File: src/rtl/pcdc_defs.vh
// register offsets, field positions and reset values for the phy config/diag block
// assumes inclusion by the one design file that needs it
`ifndef PCDC_DEFS_VH
`define PCDC_DEFS_VH
`define PCDC_ADDR_BASIC_CTRL 5'h00
`define PCDC_ADDR_PHY_STATUS 5'h10
`define PCDC_ADDR_IND_DIRECT 5'h18
`define PCDC_ADDR_PHY_CTRL 5'h19
`define PCDC_ADDR_DIAG_CTRL 5'h1b
`define PCDC_BC_LOOPBACK 14
`define PCDC_BC_AN_ENABLE 12
`define PCDC_BC_ISOLATE 10
`define PCDC_BC_DUPLEX 8
`define PCDC_PS_LOOPBACK 3
`define PCDC_PC_SELFTEST_START 8
`define PCDC_PC_SELFTEST_STATUS 7
`define PCDC_PC_LONG_PRBS 6
`define PCDC_PC_IND_MODE 5
`define PCDC_ID_FORCE_EN 4
`define PCDC_ID_FORCE_VAL 1
`define PCDC_DC_CONT_MODE 5
`define PCDC_BASIC_CTRL_RST 16'h1000
`define PCDC_LINK_PULSES 4'h7
`define PCDC_BLINK_DIV 22'h2625a0
`endif

File: src/rtl/pcdc_phy_config_diag.v
// phy configuration and diagnostic control: straps, isolate, indicator, duplex,
// loopback and pseudo-random self test, with a simple register port
// assumes all inputs synchronous to SYS_CLK and an outside mgmt frame decoder
// that issues one-cycle read/write strobes with a 5-bit register address
// Operation
// RL1 - straps load address field of phy control at every reset
// RL2 - answer management at strapped address, 0 to 31
// RL3 - strapped address 0 isolates; written address 0 does not
// RL4 - address defaults to one when no straps fitted
// RL5 - basic control bit 10 also isolates
// RL6 - isolate ignores transmit inputs and floats mac-facing outputs
// RL7 - management keeps working in isolate
// RL8 - isolate sends idles or link pulses, no packet data
// RL9 - isolate still negotiates and brings up receive link
// RL10 - indicator mode select: link only, or link plus activity blink
// RL11 - 10 Mb/s link up after seven pulses or one good packet
// RL12 - indicator polarity follows negotiation strap at reset
// RL13 - direct indicator register at 18h, never reads pin state
// RL14 - half duplex: carrier sense on transmit and receive
// RL15 - full duplex: no collision, carrier sense on receive only
// RL16 - parallel detect resolves to half duplex
// RL17 - basic control bit 14 loops transmit to receive, status bit 3
// RL18 - software should disable negotiation before loopback
// RL19 - self test sends 9 or 15 bit prbs, checker compares
// RL20 - self-test status resets fail, latches miscompare, cleared by start write
// RL21 - diag control bit 5 selects continuous self test
// RL22 - self-test error count in diag control bits 15:8
`timescale 1ns/1ps
`include "pcdc_defs.vh"
module pcdc_phy_config_diag #(
  parameter [21:0] BLINK_DIV = `PCDC_BLINK_DIV
) (
  // clock and reset
  input wire SYS_CLK,
  input wire RESETN,
  // straps, sampled while reset is low
  input wire [4:0] MGMT_ADDRESS_STRAP,
  input wire NEGOTIATION_MODE_STRAP,
  input wire INDICATOR_MODE_STRAP,
  // management register port
  input wire [4:0] MGMT_PHY_ADDR,
  input wire [4:0] MGMT_REG_ADDR,
  input wire MGMT_WR,
  input wire MGMT_RD,
  input wire [15:0] MGMT_WDATA,
  output reg [15:0] MGMT_RDATA,
  output reg MGMT_RVALID,
  // mac transmit side
  input wire [3:0] TXD,
  input wire TX_EN,
  input wire TX_CLK_IN,
  output wire TX_CLK_O,
  output wire TX_CLK_OE,
  // mac receive side
  output wire [3:0] RXD_O,
  output wire RX_DV_O,
  output wire RX_ER_O,
  output wire CRS_O,
  output wire COL_O,
  output wire MAC_OE,
  // media side
  input wire [3:0] MEDIA_RXD,
  input wire MEDIA_RX_DV,
  input wire MEDIA_RX_ER,
  input wire MEDIA_SIGNAL_DETECT,
  input wire MEDIA_LINK_PULSE,
  input wire MEDIA_GOOD_PACKET,
  input wire LINK_LOSS,
  input wire SPEED_100,
  input wire AN_FULL_DUPLEX,
  input wire PARALLEL_DETECT,
  output reg [3:0] MEDIA_TXD,
  output reg MEDIA_TX_EN,
  output wire MEDIA_SEND_IDLE,
  // indicator
  output wire LINK_INDICATOR_OUT,
  // status
  output wire ISOLATE,
  output wire LINK_UP,
  output wire FULL_DUPLEX
);
  reg [4:0] addr_reg;
  reg strap_iso_reg;
  reg ind_pol_low_reg;
  reg [15:0] basic_ctrl_reg;
  reg [1:0] ind_direct_reg;
  reg ind_mode_reg;
  reg long_prbs_reg;
  reg st_start_reg;
  reg st_pass_reg;
  reg st_fail_latch_reg;
  reg cont_mode_reg;
  reg [7:0] err_cnt_reg;
  reg [3:0] pulse_cnt_reg;
  reg link10_reg;
  reg [21:0] blink_cnt_reg;
  reg blink_reg;
  reg [14:0] gen_reg;
  reg [14:0] chk_reg;
  reg [15:0] rdata_next;
  wire hit;
  wire wr;
  wire loopback;
  wire half;
  wire activity;
  reg ind_on;
  wire gen_bit;
  wire chk_bit;
  wire [3:0] rx_data;
  wire rx_valid;
  wire crs_raw;
  wire rd_hit;
  wire st_clear;
  wire an_full;
  wire blink_tick;
  reg [3:0] media_txd_next;
  reg media_tx_en_next;
  // straps land during reset so any reset re-captures them
  always @(posedge SYS_CLK) begin
    if (!RESETN) begin
      addr_reg <= MGMT_ADDRESS_STRAP; // see RL1, RL4 (pads pull to 00001)
      ind_mode_reg <= INDICATOR_MODE_STRAP; // see RL10
    end else if (st_clear) begin
      // written address only steers decode, never isolation
      addr_reg <= MGMT_WDATA[4:0]; // see RL3
      ind_mode_reg <= MGMT_WDATA[`PCDC_PC_IND_MODE];
    end
  end
  // isolate strap and indicator polarity freeze once reset lifts
  always @(posedge SYS_CLK) begin
    if (!RESETN) begin
      strap_iso_reg <= (MGMT_ADDRESS_STRAP == 5'h00); // see RL3
      ind_pol_low_reg <= NEGOTIATION_MODE_STRAP; // see RL12
    end
  end
  assign hit = (MGMT_PHY_ADDR == addr_reg); // see RL2, RL7
  assign wr = MGMT_WR && hit;
  assign rd_hit = MGMT_RD && hit;
  // any phy control write restarts self-test bookkeeping
  assign st_clear = wr && (MGMT_REG_ADDR == `PCDC_ADDR_PHY_CTRL);
  assign ISOLATE = strap_iso_reg | basic_ctrl_reg[`PCDC_BC_ISOLATE]; // see RL3, RL5
  assign loopback = basic_ctrl_reg[`PCDC_BC_LOOPBACK];
  // parallel detect cannot see partner duplex, so force half
  assign an_full = AN_FULL_DUPLEX & ~PARALLEL_DETECT; // see RL16
  // forced duplex bit counts only with negotiation off
  assign FULL_DUPLEX = basic_ctrl_reg[`PCDC_BC_AN_ENABLE] ? an_full :
    basic_ctrl_reg[`PCDC_BC_DUPLEX];
  assign half = ~FULL_DUPLEX;
  // control registers
  always @(posedge SYS_CLK) begin
    if (!RESETN) begin
      basic_ctrl_reg <= `PCDC_BASIC_CTRL_RST;
      ind_direct_reg <= 2'h0;
      long_prbs_reg <= 1'b0;
      st_start_reg <= 1'b0;
      cont_mode_reg <= 1'b0;
    end else if (wr) begin
      case (MGMT_REG_ADDR)
        `PCDC_ADDR_BASIC_CTRL: basic_ctrl_reg <= MGMT_WDATA; // see RL5, RL17
        `PCDC_ADDR_IND_DIRECT: begin
          ind_direct_reg <= {MGMT_WDATA[`PCDC_ID_FORCE_EN], MGMT_WDATA[`PCDC_ID_FORCE_VAL]};
        end
        `PCDC_ADDR_PHY_CTRL: begin
          long_prbs_reg <= MGMT_WDATA[`PCDC_PC_LONG_PRBS];
          st_start_reg <= MGMT_WDATA[`PCDC_PC_SELFTEST_START];
        end
        `PCDC_ADDR_DIAG_CTRL: cont_mode_reg <= MGMT_WDATA[`PCDC_DC_CONT_MODE]; // see RL21
        default: ;
      endcase
    end
  end
  // read path; isolate does not gate it
  always @* begin
    rdata_next = 16'h0000;
    case (MGMT_REG_ADDR)
      `PCDC_ADDR_BASIC_CTRL: rdata_next = basic_ctrl_reg;
      `PCDC_ADDR_PHY_STATUS: begin
        rdata_next[0] = LINK_UP;
        rdata_next[1] = ~SPEED_100;
        rdata_next[2] = FULL_DUPLEX;
        rdata_next[`PCDC_PS_LOOPBACK] = loopback; // see RL17
      end
      // direct register returns what was written, not the pin
      `PCDC_ADDR_IND_DIRECT: begin
        rdata_next[`PCDC_ID_FORCE_EN] = ind_direct_reg[1]; // see RL13
        rdata_next[`PCDC_ID_FORCE_VAL] = ind_direct_reg[0];
      end
      `PCDC_ADDR_PHY_CTRL: begin
        rdata_next[4:0] = addr_reg;
        rdata_next[`PCDC_PC_IND_MODE] = ind_mode_reg;
        rdata_next[`PCDC_PC_LONG_PRBS] = long_prbs_reg;
        rdata_next[`PCDC_PC_SELFTEST_STATUS] = st_pass_reg; // see RL20
        rdata_next[`PCDC_PC_SELFTEST_START] = st_start_reg;
      end
      `PCDC_ADDR_DIAG_CTRL: begin
        rdata_next[15:8] = err_cnt_reg; // see RL22
        rdata_next[`PCDC_DC_CONT_MODE] = cont_mode_reg;
      end
      default: rdata_next = 16'h0000;
    endcase
  end
  always @(posedge SYS_CLK) begin
    if (!RESETN) begin
      MGMT_RDATA <= 16'h0000;
      MGMT_RVALID <= 1'b0;
    end else begin
      MGMT_RVALID <= rd_hit;
      if (rd_hit) begin
        MGMT_RDATA <= rdata_next;
      end
    end
  end
  // 10 Mb/s link qualification, kept alive in isolate
  // loss timer lives outside; LINK_LOSS drops the link at once
  always @(posedge SYS_CLK) begin
    if (!RESETN || LINK_LOSS) begin
      pulse_cnt_reg <= 4'h0;
      link10_reg <= 1'b0;
    end else if (MEDIA_GOOD_PACKET) begin
      link10_reg <= 1'b1; // see RL11, RL9
    end else if (MEDIA_LINK_PULSE) begin
      if (pulse_cnt_reg == `PCDC_LINK_PULSES - 4'h1) begin
        link10_reg <= 1'b1; // see RL11
      end else begin
        pulse_cnt_reg <= pulse_cnt_reg + 4'h1;
      end
    end
  end
  assign LINK_UP = SPEED_100 ? MEDIA_SIGNAL_DETECT : link10_reg; // see RL9
  // activity blink divider; a slow enable rather than a second clock
  assign activity = TX_EN | MEDIA_RX_DV;
  assign blink_tick = (blink_cnt_reg == BLINK_DIV - 22'h000001);
  always @(posedge SYS_CLK) begin
    if (!RESETN) begin
      blink_cnt_reg <= 22'h000000;
    end else if (blink_tick) begin
      blink_cnt_reg <= 22'h000000;
    end else begin
      blink_cnt_reg <= blink_cnt_reg + 22'h000001;
    end
  end
  // the blink phase only moves on the one-cycle tick
  always @(posedge SYS_CLK) begin
    if (!RESETN) begin
      blink_reg <= 1'b0;
    end else if (blink_tick) begin
      blink_reg <= ~blink_reg;
    end
  end
  // direct control overrides both indicator modes
  always @* begin
    ind_on = 1'b0;
    if (ind_direct_reg[1]) begin
      ind_on = ind_direct_reg[0]; // see RL13
    end else if (ind_mode_reg) begin
      ind_on = LINK_UP; // see RL10
    end else begin
      // blink only dims a good link, never lights a dead one
      ind_on = LINK_UP & ~(activity & blink_reg); // see RL10, RL11
    end
  end
  assign LINK_INDICATOR_OUT = ind_on ^ ind_pol_low_reg; // see RL12
  // self test prbs: x^9+x^5+1 or x^15+x^14+1
  assign gen_bit = long_prbs_reg ? (gen_reg[14] ^ gen_reg[13]) :
    (gen_reg[8] ^ gen_reg[4]); // see RL19
  assign chk_bit = long_prbs_reg ? (chk_reg[14] ^ chk_reg[13]) :
    (chk_reg[8] ^ chk_reg[4]);
  always @(posedge SYS_CLK) begin
    if (!RESETN) begin
      gen_reg <= 15'h7fff;
    end else if (st_start_reg || cont_mode_reg) begin
      gen_reg <= {gen_reg[13:0], gen_bit}; // see RL21
    end
  end
  // history keeps shifting through a clear, so the checker stays in step
  always @(posedge SYS_CLK) begin
    if (!RESETN) begin
      chk_reg <= 15'h0000;
    end else if (st_start_reg && rx_valid) begin
      chk_reg <= {chk_reg[13:0], rx_data[0]}; // see RL19
    end
  end
  // checker self-synchronises from received bits, compares prediction
  always @(posedge SYS_CLK) begin
    if (!RESETN) begin
      st_pass_reg <= 1'b0;
      st_fail_latch_reg <= 1'b0;
      err_cnt_reg <= 8'h00;
    end else if (st_clear) begin
      st_pass_reg <= 1'b0; // see RL20
      st_fail_latch_reg <= 1'b0;
      err_cnt_reg <= 8'h00;
    end else if (st_start_reg && rx_valid) begin
      if (rx_data[0] != chk_bit) begin
        st_pass_reg <= 1'b0; // see RL20
        st_fail_latch_reg <= 1'b1;
        // saturate so a long soak never wraps back to zero
        if (err_cnt_reg != 8'hff) begin
          err_cnt_reg <= err_cnt_reg + 8'h01; // see RL22
        end
      end else if (!st_fail_latch_reg) begin
        st_pass_reg <= 1'b1; // see RL20
      end
    end
  end
  // loopback or media receive toward the mac
  genvar gi;
  generate
    for (gi = 0; gi < 4; gi = gi + 1) begin : g_rx_sel
      assign rx_data[gi] = loopback ? TXD[gi] : MEDIA_RXD[gi]; // see RL17
    end
  endgenerate
  assign rx_valid = loopback ? TX_EN : MEDIA_RX_DV;
  assign RXD_O = rx_data;
  assign RX_DV_O = rx_valid;
  assign RX_ER_O = loopback ? 1'b0 : MEDIA_RX_ER;
  assign crs_raw = MEDIA_RX_DV | (half & TX_EN); // see RL14, RL15
  assign CRS_O = loopback ? TX_EN : crs_raw;
  assign COL_O = half & ~loopback & TX_EN & MEDIA_RX_DV; // see RL15
  assign TX_CLK_O = TX_CLK_IN;
  assign TX_CLK_OE = ~ISOLATE; // see RL6
  assign MAC_OE = ~ISOLATE; // see RL6
  // media transmit; idles keep the far end's link alive
  assign MEDIA_SEND_IDLE = ~MEDIA_TX_EN; // see RL8
  // pattern or mac data; isolate and loopback keep data off the media
  always @* begin
    media_txd_next = TXD;
    media_tx_en_next = TX_EN & ~ISOLATE & ~loopback; // see RL6, RL8, RL17
    if (st_start_reg || cont_mode_reg) begin
      media_txd_next = {3'h0, gen_bit};
      media_tx_en_next = ~loopback & ~ISOLATE; // see RL8, RL21
    end
  end
  always @(posedge SYS_CLK) begin
    if (!RESETN) begin
      MEDIA_TXD <= 4'h0;
      MEDIA_TX_EN <= 1'b0;
    end else begin
      MEDIA_TXD <= media_txd_next;
      MEDIA_TX_EN <= media_tx_en_next;
    end
  end
endmodule

File: config.mk
export PLATFORM = sky130hd
export DESIGN_NAME = pcdc_phy_config_diag
export DESIGN_NICKNAME = d
export VERILOG_FILES = /design/src/rtl/pcdc_phy_config_diag.v
export VERILOG_INCLUDE_DIRS = /design/src /design/src/rtl
export SDC_FILE = /design/constraint.sdc
export NUM_CORES = 1
export LEC_CHECK = 0
export BUFFER_PORTS_ARGS = -buffer_cell sky130_fd_sc_hd__buf_2
export CORE_MARGIN = 2
export CORE_UTILIZATION = 52
export DETAILED_ROUTE_END_ITERATION = 6
export PLACE_DENSITY = 0.75
export SLEW_MARGIN = 20
export SYNTH_ARGS = -nofsm -noshare
export SYNTH_HDL_FRONTEND = slang
export SYNTH_SLANG_ARGS = --single-unit
File: constraint.sdc
create_clock -name SYS_CLK -period 2.55 [get_ports SYS_CLK]
set_clock_uncertainty 0.15 [all_clocks]
set_input_delay 0.255 -clock SYS_CLK [delete_from_list [all_inputs] [get_ports SYS_CLK]]
set_output_delay 0.255 -clock SYS_CLK [all_outputs]
set_load 0.01 [all_outputs]
==> flow_summary.toml <==
[synthesis]
postSynthAreaPerCell_um2 = 8.94
netlist_instances = 564
seq_area_frac_synth_pct = 48.8
yosysWarnings = 0
synth_area_um2 = 5040
ys_types = 50
synth_fp_nets = 624
ys_ff_latch = 119

[clocking]
cts-root-buf = "clkbuf_8"
postCtsSetupBuffers = 0
clock_sinks = 119
worst_skew_pair.late_latency_ns = 0.52
cts_inserted_buffers = 17
clock_path_buffers = 2
cts_tree = "yes"
htree_levels = 4
clkTransAtPathRegs_ns = 0.06

[detailed_routing]
viasPerCell = 5.37
drt_iter0_markers = 231
wl_um = 12600
drc = 0
dr.pass1.iters = 5
wl_per_cell_um = 15.1
postRouteAntennaNets = 0
vias = 4460

[finish]
drive_gt1_share_pct = 21.5
final_nets = 748
syn2layout_area_growth_pct = 29.7
regArea_um2 = 2460
largest_register_ffs = 22
final_area_um2 = 6540
diodes = 0
final_common_cell = "dfxtp_1"
most-common-layout-cells = "110 x dfxtp_1, 91 x buf_2, 79 x nor2_1, 76 x nand2_1, 35 x dlygate4sd3_1"
fillers = 700
final_util_pct = 70.1
multi_input_area_um2 = 2380

[sta]
slew_headroom_pct = 51.3
slew_violations = 0
hold_violations = 0
rsz0062_at_grt = "false"
fmax_mhz = 408
final.setup.tns_ns = 0
period_share_pct = 96.0
setup_ws_ns = 0.101
worst_pin_slew_ns = 0.725
setup_viol = 0
final.min_clock_period_ns = 2.45

[placement]
place_congestion = 0.843
pre_cts_slack_ns = 0.268
dpl_cell_area_um2 = 5610
io_buffer_count = 91
dpl.hpwl_um = 8240

[hold_path]
hp-class = "input pin to flip-flop"
hold_start = "RESETN"
min_path_cells = 3
whs_endpoint = "MGMT_RDATA[3]"

[setup_path]
worstSetupPathType = "flip-flop to flip-flop"
critPathLaunchType = "flip-flop"
reg2reg_to = "link10_reg"
cp-startpoint = "pulse_cnt_reg[0]"
r2r_setup_slack_ns = 0.10
worst-r2r-cell-count = 7
r2r-start = "pulse_cnt_reg[0]"
crit_required_ns = 2.80
cp.arrival_ns = 2.70
cp_max_fo = 4
setup.worst_path.end_class = "flip-flop"

[power]
peakVddDrop_mv = 0.553
leakage_nw = 2.63
power-per-cell-area_nw_per_um2 = 692

[floorplan]
die-area_um2 = 10500
io_pins = 94
initial_core_util_pct = 54.1
fp.dieH_um = 102
core-area_um2 = 9330
die_w_um = 102
row_count = 35

[global_route]
grt_pass1_vias = 4217
grtUsageTotal_pct = 24.9
grt_overflow = 0
grt_max_degree = 35
grt_antenna_before_repair = 0
grt_pass1_wl_um = 20200

[job]
drv_cap = 0

[status]
outcome = "finished clean"
logic make-up after synthesis:
kind of cell,count (synthesis),share of synthesized area [%]
muxes,39,8.09
xor gates and xnor gates,34,5.90
AOI/OAI and AO/OA,80,9.65
adders and majority gates,4,0.992
buffers and inverters,43,3.99
DFF,119,48.8
and+or+nand+nor,245,22.6
metal layers:
metal | GRT usage (%) | part of all wire [%] | vias to the layer above
li1 | - | - | 2198
met1 | 29.6 | 41 | 2081
met2 | 42.6 | 50 | 154
met3 | 5.15 | 5.9 | 27
met4 | 12.6 | 2.6 | 0
met5 | 0 | 0 | -
stage by stage:
stage,hold slack (ns),total power [mW],instances
4_1_cts,0.00731,4.54,830
3_3_place_gp,0.286,2.19,763
2_1_floorplan,0.204,2.09,564
6_report,0.0215,4.52,830
5_1_grt,0.0216,4.65,830
3_5_place_dp,0.289,2.19,763
synth_stat cells, drive strengths merged:
cell type	number	area, um2
nand3	27	135
a21oi	34	170
nor4b	1	8.76
nand2b	2	12.5
a22oi	9	67.6
nand2	76	285
and4	3	26.3
xor2	22	193
or3b	1	11.3
nor4	6	37.5
a211oi	15	113
or2	2	12.5
and3	6	38.8
nor3b	4	30.0
edfxtp	8	240
o32a	1	10.0
xnor2	12	105
mux2	11	128
or3	6	37.5
o21ai	15	75.1
nand4b	1	8.76
nor2	81	307
nand4	12	75.1
ha	4	50.1
a2bb2oi	1	8.76
a211o	1	8.76
o211ai	1	7.51
a222oi	1	10.0
clkbuf	21	78.8
and3b	1	8.76
or4	3	26.3
dfxtp	111	2220
or2b	1	8.76
a41oi	1	8.76
and2	4	25.0
buf	11	81.3
mux2i	28	280
nor3	6	30.0
inv	11	41.3
o31ai	1	7.51
nand3b	1	7.51
nor2b	1	6.26
how the worst max path moves through the flow:
stage	end	slack (ns)
final	link10_reg	0.10
after CTS	link10_reg	0.08
after global placement	err_cnt_reg[5]	0.32
after global routing	link10_reg	0.009
after floorplan	err_cnt_reg[5]	0.34
after detailed placement	err_cnt_reg[5]	0.27
power breakdown:
group | switching (mW) | leakage, nW | internal, mW
Sequential | 0.0196 | 0.975 | 1.91
Clock | 0.840 | 0.273 | 1.48
Combinational | 0.138 | 1.38 | 0.130
area by class of cell:
cell class | count | area share (%)
inverter | 11 | 0.631
clock buffer | 20 | 6.50
clock inverter | 12 | 2.33
tap | 129 | 2.47
timing repair buffer | 137 | 14.0
multi-input combinational | 402 | 36.4
sequential | 119 | 37.7
critical path, cell delays in order, from the launching register on:
cell and delay, ns:
dfxtp_2 0.36, inv_1 0.05, ha_1 0.18, and3b_1 0.19, a211oi_1 0.22, dlygate4sd3_1 0.58
nor2_1 0.05, dlygate4sd3_1 0.56
repair_timing:
action / CTS / global route
hold buffers: 35 / 0
setup endpoints to repair: 0 / 1
endpoints found under the hold margin: 39 / 0
gates resized for setup: 0 / 1
(Power assumes the default switching activity.)
